[config.mk]
export PLATFORM = sky130hd
export DESIGN_NAME = dual_pixel_input_capture
export DESIGN_NICKNAME = d
export VERILOG_FILES = /design/src/pixcap_pkg.sv /design/src/pixcap_fifo.sv /design/src/pixcap_sync.sv /design/src/dual_pixel_input_capture.sv
export SDC_FILE = /design/constraint.sdc
export NUM_CORES = 1
export LEC_CHECK = 0
export BUFFER_PORTS_ARGS = -buffer_cell sky130_fd_sc_hd__buf_2
export CORE_ASPECT_RATIO = 1.4
export CORE_MARGIN = 2
export CORE_UTILIZATION = 45
export CTS_CLUSTER_SIZE = 24
export DETAILED_ROUTE_END_ITERATION = 8
export SLEW_MARGIN = 40
export SYNTH_ARGS = -nofsm -noshare
export SYNTH_HDL_FRONTEND = slang
export SYNTH_SLANG_ARGS = --single-unit
[constraint.sdc]
create_clock -name clk_sys -period 10.6 [get_ports clk_sys]
set_input_delay 2.12 -clock clk_sys [delete_from_list [all_inputs] [get_ports clk_sys]]
set_output_delay 2.12 -clock clk_sys [all_outputs]
set_load 0.02 [all_outputs]
[src/pixcap_pkg.sv]
// Shared constants for the dual pixel input capture block
package pixcap_pkg;
  localparam int unsigned PIX_W       = 24;            // Bits per pixel
  localparam int unsigned CTL_W       = 5;             // Hsync, vsync, three aux controls
  localparam int unsigned WORD_W      = 2 * PIX_W + 1 + CTL_W + 1; // Odd, even, qual, ctl, dual
  localparam int unsigned FIFO_DEPTH  = 16;            // Words buffered toward the encoder
  localparam int unsigned FIFO_AW     = 4;             // Address bits for FIFO_DEPTH
  localparam int unsigned SYNC_STAGES = 2;             // Flops on every pin input
  localparam logic [1:0]  SYNC_RST    = 2'h0;          // Synchroniser value after reset
  localparam logic        CLK_RST     = 1'h0;          // Pixel clock history after reset
  // Bit positions of the forwarded word
  localparam int unsigned POS_EVEN    = 0;
  localparam int unsigned POS_ODD     = PIX_W;
  localparam int unsigned POS_QUAL    = 2 * PIX_W;
  localparam int unsigned POS_CTL     = 2 * PIX_W + 1;
  localparam int unsigned POS_DUAL    = 2 * PIX_W + 1 + CTL_W;
endpackage

[src/pixcap_fifo.sv]
// Small synchronous FIFO with valid/ready on both sides
`timescale 1ns/1ps
module pixcap_fifo #(
  parameter int unsigned WIDTH = 55,
  parameter int unsigned DEPTH = 16,
  parameter int unsigned AW    = 4
) (
  input  wire logic             clk,        // System clock
  input  wire logic             resetn,     // Async reset, active low
  input  wire logic             ce,         // Clock enable
  input  wire logic             flush,      // Empty the FIFO
  input  wire logic [WIDTH-1:0] in_data,    // Write data
  input  wire logic             in_valid,   // Write request
  output logic                  in_ready,   // Space available
  output logic [WIDTH-1:0]      out_data,   // Read data, registered
  output logic                  out_valid,  // Read data present
  input  wire logic             out_ready   // Consumer takes a word
);
  logic [WIDTH-1:0] mem [DEPTH];
  logic [AW:0]      wr_q;
  logic [AW:0]      rd_q;
  logic             push;
  logic             pop;
  logic             empty;

  // Extra pointer bit tells full from empty
  assign empty    = (wr_q == rd_q);
  assign in_ready = !((wr_q[AW] != rd_q[AW]) && (wr_q[AW-1:0] == rd_q[AW-1:0]));
  assign pop      = !empty && (!out_valid || out_ready);
  assign push     = in_valid && in_ready;

  // Storage array, no reset needed
  always_ff @(posedge clk)
  begin
    if (ce && push)
      mem[wr_q[AW-1:0]] <= in_data;
  end

  // Pointers
  always_ff @(posedge clk or negedge resetn)
  begin
    if (!resetn)
    begin
      wr_q <= '0;
      rd_q <= '0;
    end
    else if (ce)
    begin
      if (flush)
      begin
        wr_q <= '0;
        rd_q <= '0;
      end
      else
      begin
        if (push)
          wr_q <= wr_q + 1'b1;
        if (pop)
          rd_q <= rd_q + 1'b1;
      end
    end
  end

  // Output register stage keeps read data off the array
  always_ff @(posedge clk or negedge resetn)
  begin
    if (!resetn)
    begin
      out_valid <= 1'b0;
      out_data  <= '0;
    end
    else if (ce)
    begin
      if (flush)
        out_valid <= 1'b0;
      else if (pop)
      begin
        out_valid <= 1'b1;
        out_data  <= mem[rd_q[AW-1:0]];
      end
      else if (out_ready)
        out_valid <= 1'b0;
    end
  end
endmodule

[src/pixcap_sync.sv]
// Two-flop synchroniser bank for pin inputs
`timescale 1ns/1ps
module pixcap_sync #(
  parameter int unsigned WIDTH = 1
) (
  input  wire logic             clk,     // System clock
  input  wire logic             resetn,  // Async reset, active low
  input  wire logic             ce,      // Clock enable
  input  wire logic [WIDTH-1:0] async_i, // Pin level
  output logic [WIDTH-1:0]      sync_o   // Synchronised level
);
  logic [WIDTH-1:0] meta_q;

  // First stage feeds only the second
  always_ff @(posedge clk or negedge resetn)
  begin
    if (!resetn)
    begin
      meta_q <= '0;
      sync_o <= '0;
    end
    else if (ce)
    begin
      meta_q <= async_i;
      sync_o <= meta_q;
    end
  end
endmodule

[src/dual_pixel_input_capture.sv]
// Dual pixel input capture: samples the pixel port and forwards aligned words
`timescale 1ns/1ps
module dual_pixel_input_capture (
  input  wire logic                     clk_sys,                 // 20 MHz system clock
  input  wire logic                     resetn,                  // Async reset, active low
  input  wire logic                     clk_en,                  // Freezes all state when low
  input  wire logic                     input_pixel_clock,       // Pixel clock pin
  input  wire logic [pixcap_pkg::PIX_W-1:0] even_pixel_bus,     // First or only pixel
  input  wire logic [pixcap_pkg::PIX_W-1:0] odd_pixel_bus,      // Second pixel
  input  wire logic                     active_video_qualifier,  // High in active region
  input  wire logic                     hsync_in,                // Horizontal sync
  input  wire logic                     vsync_in,                // Vertical sync
  input  wire logic                     aux_control_1,           // General control 1
  input  wire logic                     aux_control_2,           // General control 2
  input  wire logic                     aux_control_3,           // General control 3
  input  wire logic                     latch_edge_strap,        // 1 rising, 0 falling
  input  wire logic                     pixels_per_clock_strap,  // 1 dual, 0 single
  input  wire logic                     power_down_n,            // Power down, active low
  output logic [pixcap_pkg::PIX_W-1:0]  enc_even_pixel,          // First pixel to encoder
  output logic [pixcap_pkg::PIX_W-1:0]  enc_odd_pixel,           // Second pixel, zero if single
  output logic                          enc_active,              // Word is pixel data
  output logic [pixcap_pkg::CTL_W-1:0]  enc_controls,            // {aux_control_3,aux_control_2,aux_control_1,vs,hs}
  output logic                          enc_dual,                // Word carries two pixels
  output logic                          enc_valid,               // Word present
  input  wire logic                     enc_ready,               // Encoder takes word
  output logic                          enc_drive_en,            // Outputs driven, low = tristate
  output logic                          capture_overflow         // Sticky: word lost, FIFO full
);
  localparam int unsigned NIN = 2 * pixcap_pkg::PIX_W + 1 + pixcap_pkg::CTL_W + 3;
  localparam int unsigned W   = pixcap_pkg::WORD_W;

  logic [NIN-1:0] pins_raw;
  logic [NIN-1:0] pins_s;
  logic [pixcap_pkg::PIX_W-1:0] even_s;
  logic [pixcap_pkg::PIX_W-1:0] odd_s;
  logic                         qual_s;
  logic [pixcap_pkg::CTL_W-1:0] ctl_s;
  logic                         clk_s;
  logic                         edge_s;
  logic                         dual_s;
  logic                         pd_n_s;
  logic                         clk_prev_q;
  logic                         rise;
  logic                         fall;
  logic                         sample;
  logic [W-1:0]                 cap_d;
  logic [W-1:0]                 cap_q;
  logic                         cap_valid_q;
  logic                         fifo_in_ready;
  logic [W-1:0]                 fifo_data;
  logic                         fifo_valid;
  logic                         fifo_pop;
  logic                         flush;
  logic                         ovf_q;

  // Every pin except the pixel clock crosses in through one synchroniser bank
  assign pins_raw = {power_down_n, pixels_per_clock_strap, latch_edge_strap,
                     aux_control_3, aux_control_2, aux_control_1, vsync_in, hsync_in,
                     active_video_qualifier, odd_pixel_bus, even_pixel_bus};

  pixcap_sync #(
    .WIDTH (NIN)
  ) u_sync (
    .clk     (clk_sys),
    .resetn  (resetn),
    .ce      (clk_en),
    .async_i (pins_raw),
    .sync_o  (pins_s)
  );

  // The pixel clock is a level too; its own two flops keep it separate
  pixcap_sync #(
    .WIDTH (1)
  ) u_clk_sync (
    .clk     (clk_sys),
    .resetn  (resetn),
    .ce      (clk_en),
    .async_i (input_pixel_clock),
    .sync_o  (clk_s)
  );

  assign even_s = pins_s[pixcap_pkg::PIX_W-1:0];
  assign odd_s  = pins_s[2*pixcap_pkg::PIX_W-1:pixcap_pkg::PIX_W];
  assign qual_s = pins_s[2*pixcap_pkg::PIX_W];
  assign ctl_s  = pins_s[2*pixcap_pkg::PIX_W+pixcap_pkg::CTL_W:2*pixcap_pkg::PIX_W+1];
  assign edge_s = pins_s[NIN-3];
  assign dual_s = pins_s[NIN-2];
  assign pd_n_s = pins_s[NIN-1];

  // Edge detector on the synchronised pixel clock
  always_ff @(posedge clk_sys or negedge resetn)
  begin
    if (!resetn)
      clk_prev_q <= pixcap_pkg::CLK_RST;
    else if (clk_en)
      clk_prev_q <= clk_s;
  end

  assign rise = clk_s && !clk_prev_q;
  assign fall = !clk_s && clk_prev_q;

  // edge select
  // Data and clock share equal sync delay, so the edge sees data aligned to it
  assign sample = pd_n_s && (edge_s ? rise : fall);

  // pixel packing
  // Odd bus is forced to zero in single mode so stray levels never reach the encoder
  // qualifier and controls travel with the pixels
  always_comb
  begin
    cap_d = '0;
    cap_d[pixcap_pkg::POS_EVEN +: pixcap_pkg::PIX_W] = even_s;
    cap_d[pixcap_pkg::POS_ODD +: pixcap_pkg::PIX_W]  = dual_s ? odd_s : '0;
    cap_d[pixcap_pkg::POS_QUAL]                      = qual_s;
    cap_d[pixcap_pkg::POS_CTL +: pixcap_pkg::CTL_W]  = ctl_s;
    cap_d[pixcap_pkg::POS_DUAL]                      = dual_s;
  end

  // power down
  // Flush drops buffered words; nothing stale leaks out after wake-up
  assign flush = !pd_n_s;

  // capture register, one word per sampled edge
  always_ff @(posedge clk_sys or negedge resetn)
  begin
    if (!resetn)
    begin
      cap_q       <= '0;
      cap_valid_q <= 1'b0;
    end
    else if (clk_en)
    begin
      cap_valid_q <= sample;
      if (sample)
        cap_q <= cap_d;
    end
  end

  // Overflow is sticky until power down; the input side cannot be stalled
  always_ff @(posedge clk_sys or negedge resetn)
  begin
    if (!resetn)
      ovf_q <= 1'b0;
    else if (clk_en)
    begin
      if (cap_valid_q && !fifo_in_ready)
        ovf_q <= 1'b1;
      else if (flush)
        ovf_q <= 1'b0;
    end
  end

  pixcap_fifo #(
    .WIDTH (W),
    .DEPTH (pixcap_pkg::FIFO_DEPTH),
    .AW    (pixcap_pkg::FIFO_AW)
  ) u_fifo (
    .clk       (clk_sys),
    .resetn    (resetn),
    .ce        (clk_en),
    .flush     (flush),
    .in_data   (cap_q),
    .in_valid  (cap_valid_q),
    .in_ready  (fifo_in_ready),
    .out_data  (fifo_data),
    .out_valid (fifo_valid),
    .out_ready (fifo_pop)
  );

  // Output stage: skid-free register, loads when empty or taken
  assign fifo_pop = !enc_valid || enc_ready;

  always_ff @(posedge clk_sys or negedge resetn)
  begin
    if (!resetn)
    begin
      enc_even_pixel <= '0;
      enc_odd_pixel  <= '0;
      enc_active     <= 1'b0;
      enc_controls   <= '0;
      enc_dual       <= 1'b0;
      enc_valid      <= 1'b0;
    end
    else if (clk_en)
    begin
      if (flush)
        enc_valid <= 1'b0;
      else if (fifo_pop)
      begin
        enc_valid      <= fifo_valid;
        if (fifo_valid)
        begin
          enc_even_pixel <= fifo_data[pixcap_pkg::POS_EVEN +: pixcap_pkg::PIX_W];
          enc_odd_pixel  <= fifo_data[pixcap_pkg::POS_ODD +: pixcap_pkg::PIX_W];
          enc_active     <= fifo_data[pixcap_pkg::POS_QUAL];
          enc_controls   <= fifo_data[pixcap_pkg::POS_CTL +: pixcap_pkg::CTL_W];
          enc_dual       <= fifo_data[pixcap_pkg::POS_DUAL];
        end
      end
    end
  end

  // output drive enable and flags from flops
  always_ff @(posedge clk_sys or negedge resetn)
  begin
    if (!resetn)
    begin
      enc_drive_en     <= 1'b0;
      capture_overflow <= 1'b0;
    end
    else if (clk_en)
    begin
      enc_drive_en     <= pd_n_s;
      capture_overflow <= ovf_q;
    end
  end
endmodule

==> summary.md <==
| Metric | Value |
|---|---|
| Hold-fix buffers, CTS | 0 |
| Post-CTS sizing | 0 |
| Area of the die | 0.102 mm2 |
| CTS buffer count | 109 |
| Warnings, synthesis | 0 |
| Layout area overhead | 13.7% |
| Flops & latches, synth | 1,178 |
| Register area | 0.0339 mm2 |
| Area post-placement | 0.0470 mm2 |
| Initial core utilization | 45.4% |
| Longest Clk Path Bufs | 3 |
| Residual DRC count | 0 |
| Final worst setup slack | 6000 ps |
| Pleak | 17.6 nW |
| IO Count | 120 |
| Syn nets | 2,181 |
| Top_reg_cell synth | edfxtp_1 |
| Hold path cells | 1 |
| Vias | 20.5k |
| Clk slew on worst S/H paths | 60 ps |
| Fmax achieved | 217 MHz |
| Type of origin of the critical path | input port |
| Die height | 376 um |
| Post-route cell area | 0.0506 mm2 |
| Clk sinks | 1,178 |
| Hold path endpoint | u_sync.sync_o[49] |
| Antenna violations before repair | 0 |
| Root buffer cell | clkbuf_16 |
| Post-Syn Instances | 2,114 |
| RSZ-0062 raised after global routing | false |
| Pre-antenna DRT Iters | 7 |
| Pre-CTS WS | 5210 ps |
| Setup Buffers After CTS | 0 |
| Layout cells sized above 1 | 34.7% |
| DP HPWL | 53.7 mm |
| Status | complete, no violations |
| WL/cell | 24.6 um |
| Met1 WL | 37.9 mm |
| Nets | 2,345 |
| Slew Limit Fails | 0 |
| Setup Skew | 34.2 ps |
| Cell taking the most area after synthesis | edfxtp_1 |
| Most frequent cells in the layout | 880 x edfxtp_1, 296 x dfrtp_1, 220 x mux4_2 |
| Area of the multi-input gates | 0.0102 mm2 |
| Final Hold Vio Count | 0 |
| First-pass GRT wire length | 140 mm |
| Final cell count without fillers | 3,687 |
| Post-Syn Area | 0.0445 mm2 |
| R2r setup slk | 6790 ps |
| Hold/Removal Path Class | flop to flop |
| Pwr per Cell Area | 244 mW/mm2 |
| Top cell type's share of synthesized area | 59.3% |
| Final Cycle Share | 43.4% |
| Total power | 12.3 mW |
| Port buffer count | 119 |
| Post-synth EDFFs | 880 |
| Routed WL | 90.8 mm |
| Commonest non-fill, non-tap cell in the layout | edfxtp_1 |
| Rows | 136 |
| Critical Path Source | clk_en |
| Met2 wire len | 47.3 mm |
| Core ar. | 0.0982 mm2 |
| Actual slew at the worst max-slew pin | 840 ps |
| Die Wd | 270 um |
| Register area share after synthesis | 76.1% |
| Vias per cell | 5.56 |
| CTS tree | done |
| Slew headroom | 43.8% |
| Setup_tns | 0 ps |
| Skew-Pair Late Insertion Delay | 720 ps |
| Setup Crit Path Kind | input port to flop |
| Dpl cells | 3,476 |
| Distinct cells, synth | 47 |
| Number of max-cap violations | 0 |
| FFs w/ async S/R, synth | 25.3% |
| Fillers | 7,786 |
| H-tree depth | 3 |
| Overall Global Routing Usage | 18.3% |
| Post-route ant nets | 0 |
| GP Congestion | 0.732 |
| Initial DRC count | 1,595 |
| Worst min-delay path startpoint | u_sync.meta_q[49] |
| Post-layout min period | 4600 ps |
| DR WL met3 | 3.67 mm |
| Syn Area/Cell | 21.1 um2 |
| CP Data Required Time | 10,980 ps |
| FF-to-FF Start | u_fifo.rd_q[1] |
| GR Overflow Total | 0 |
| CP arrival | 4980 ps |
| Maximum VDD drop | 0.000156 V |
| R2r worst-path depth | 8 |
| CP endpoint kind | flop |
| Top cells by area, synth | edfxtp_1 59%, dfrtp_1 17%, mux4_2 11%, mux2_2 5.5%, a22oi_1 1.9% |
| Largest net degree at the start of global routing | 125 |
| Final setup violation count | 0 |
| FF-to-FF End | u_fifo.out_data[32] |
| Vias in the first global route | 22.2k |
| Top Layer Used | met4 |
| Worst-path fanout max | 46 |
routing by layer:
metal  up-vias  track usage [%]
met5         -                0
met4         0             5.49
met3       121             2.57
met2       455             31.9
met1     11000             23.9
li1       8879                -
kinds of logic (layout without fill, tap and decap cells):
group / Yosys count / in the layout / synth area share, %
XOR/XNOR: 8 / 8 / 0.174
multiplexers: 481 / 481 / 18.0
AND/OR/NAND/NOR: 157 / 157 / 1.58
adder cells (fa/ha/maj): 5 / 5 / 0.140
flip-flops: 1178 / 1178 / 76.1
AO/OA/AOI/OAI: 161 / 161 / 2.55
other: 0 / 2 / 0
buffers and inverters: 124 / 384 / 1.42
area by class of cell:
cell class	count	area share [%]
Inverter	8	0.0593
Tap cell	1311	3.24
Clock buffer	155	5.93
Timing Repair Buffer	169	2.69
Sequential cell	1178	66.9
Clock inverter	52	1.07
Antenna cell	2	0.00989
Multi-Input combinational cell	812	20.1
worst max-delay path: stages:
cell     delay, ps
buf_6          370
buf_4          590
nand2_1        230
a21oi_1        580
and3_4         710
buf_12         310
Yosys cell counts (8+ instances only):
| cell type | count |
|---|---|
| and3_1 | 12 |
| edfxtp_1 | 880 |
| buf_4 | 12 |
| mux2_4 | 39 |
| buf_1 | 8 |
| nand2_1 | 116 |
| dfrtp_1 | 298 |
| clkbuf_1 | 63 |
| a22oi_1 | 110 |
| mux2_2 | 219 |
| buf_2 | 26 |
| mux4_2 | 220 |
| o21ai_0 | 29 |
metrics by stage:
| stage | utilization [%] | hold WS (ps) |
|---|---|---|
| 6_report | 51.6 | 486 |
| 4_1_cts | 51.5 | 482 |
| 5_1_grt | 51.6 | 510 |
| 3_5_place_dp | 47.9 | 488 |
| 2_1_floorplan | - | 444 |
| 3_3_place_gp | 47.4 | 486 |
sequential cells by signal, indices dropped and copies added (netlist names):
| register | cells |
|---|---|
| u_clk_sync.sync_o | 1 |
| u_fifo.rd_q | 5 |
| ovf_q | 1 |
| u_sync.sync_o | 57 |
| u_fifo.out_data | 55 |
| enc_controls | 5 |
| enc_odd_pixel | 24 |
| u_fifo.out_valid | 1 |
| clk_prev_q | 1 |
| enc_drive_en | 1 |
| cap_valid_q | 1 |
| u_sync.meta_q | 57 |
| capture_overflow | 1 |
| cap_q | 55 |
| u_clk_sync.meta_q | 1 |
| enc_even_pixel | 24 |
| enc_dual | 1 |
| u_fifo.wr_q | 5 |
| enc_active | 1 |
| u_fifo.mem | 880 |
| enc_valid | 1 |
how the worst max path moves through the flow:
stage | to | slack [ps] | cells after the start
2_1_floorplan | u_fifo.mem[1][0] | 1640 | 4
3_3_place_gp | u_fifo.mem[9][28] | 5310 | 5
3_5_place_dp | u_fifo.mem[10][25] | 5210 | 6
4_1_cts | u_fifo.mem[10][34] | 5980 | 6
5_1_grt | u_fifo.mem[10][26] | 5840 | 6
6_report | u_fifo.mem[10][36] | 6000 | 6
power by group:
part	switching, mW	total [mW]	internal (mW)
registers	0.641	6.47	5.83
logic	0.932	1.98	1.05
clock network	1.69	3.89	2.20
No activity file was read; power rests on OpenSTA's default activity.
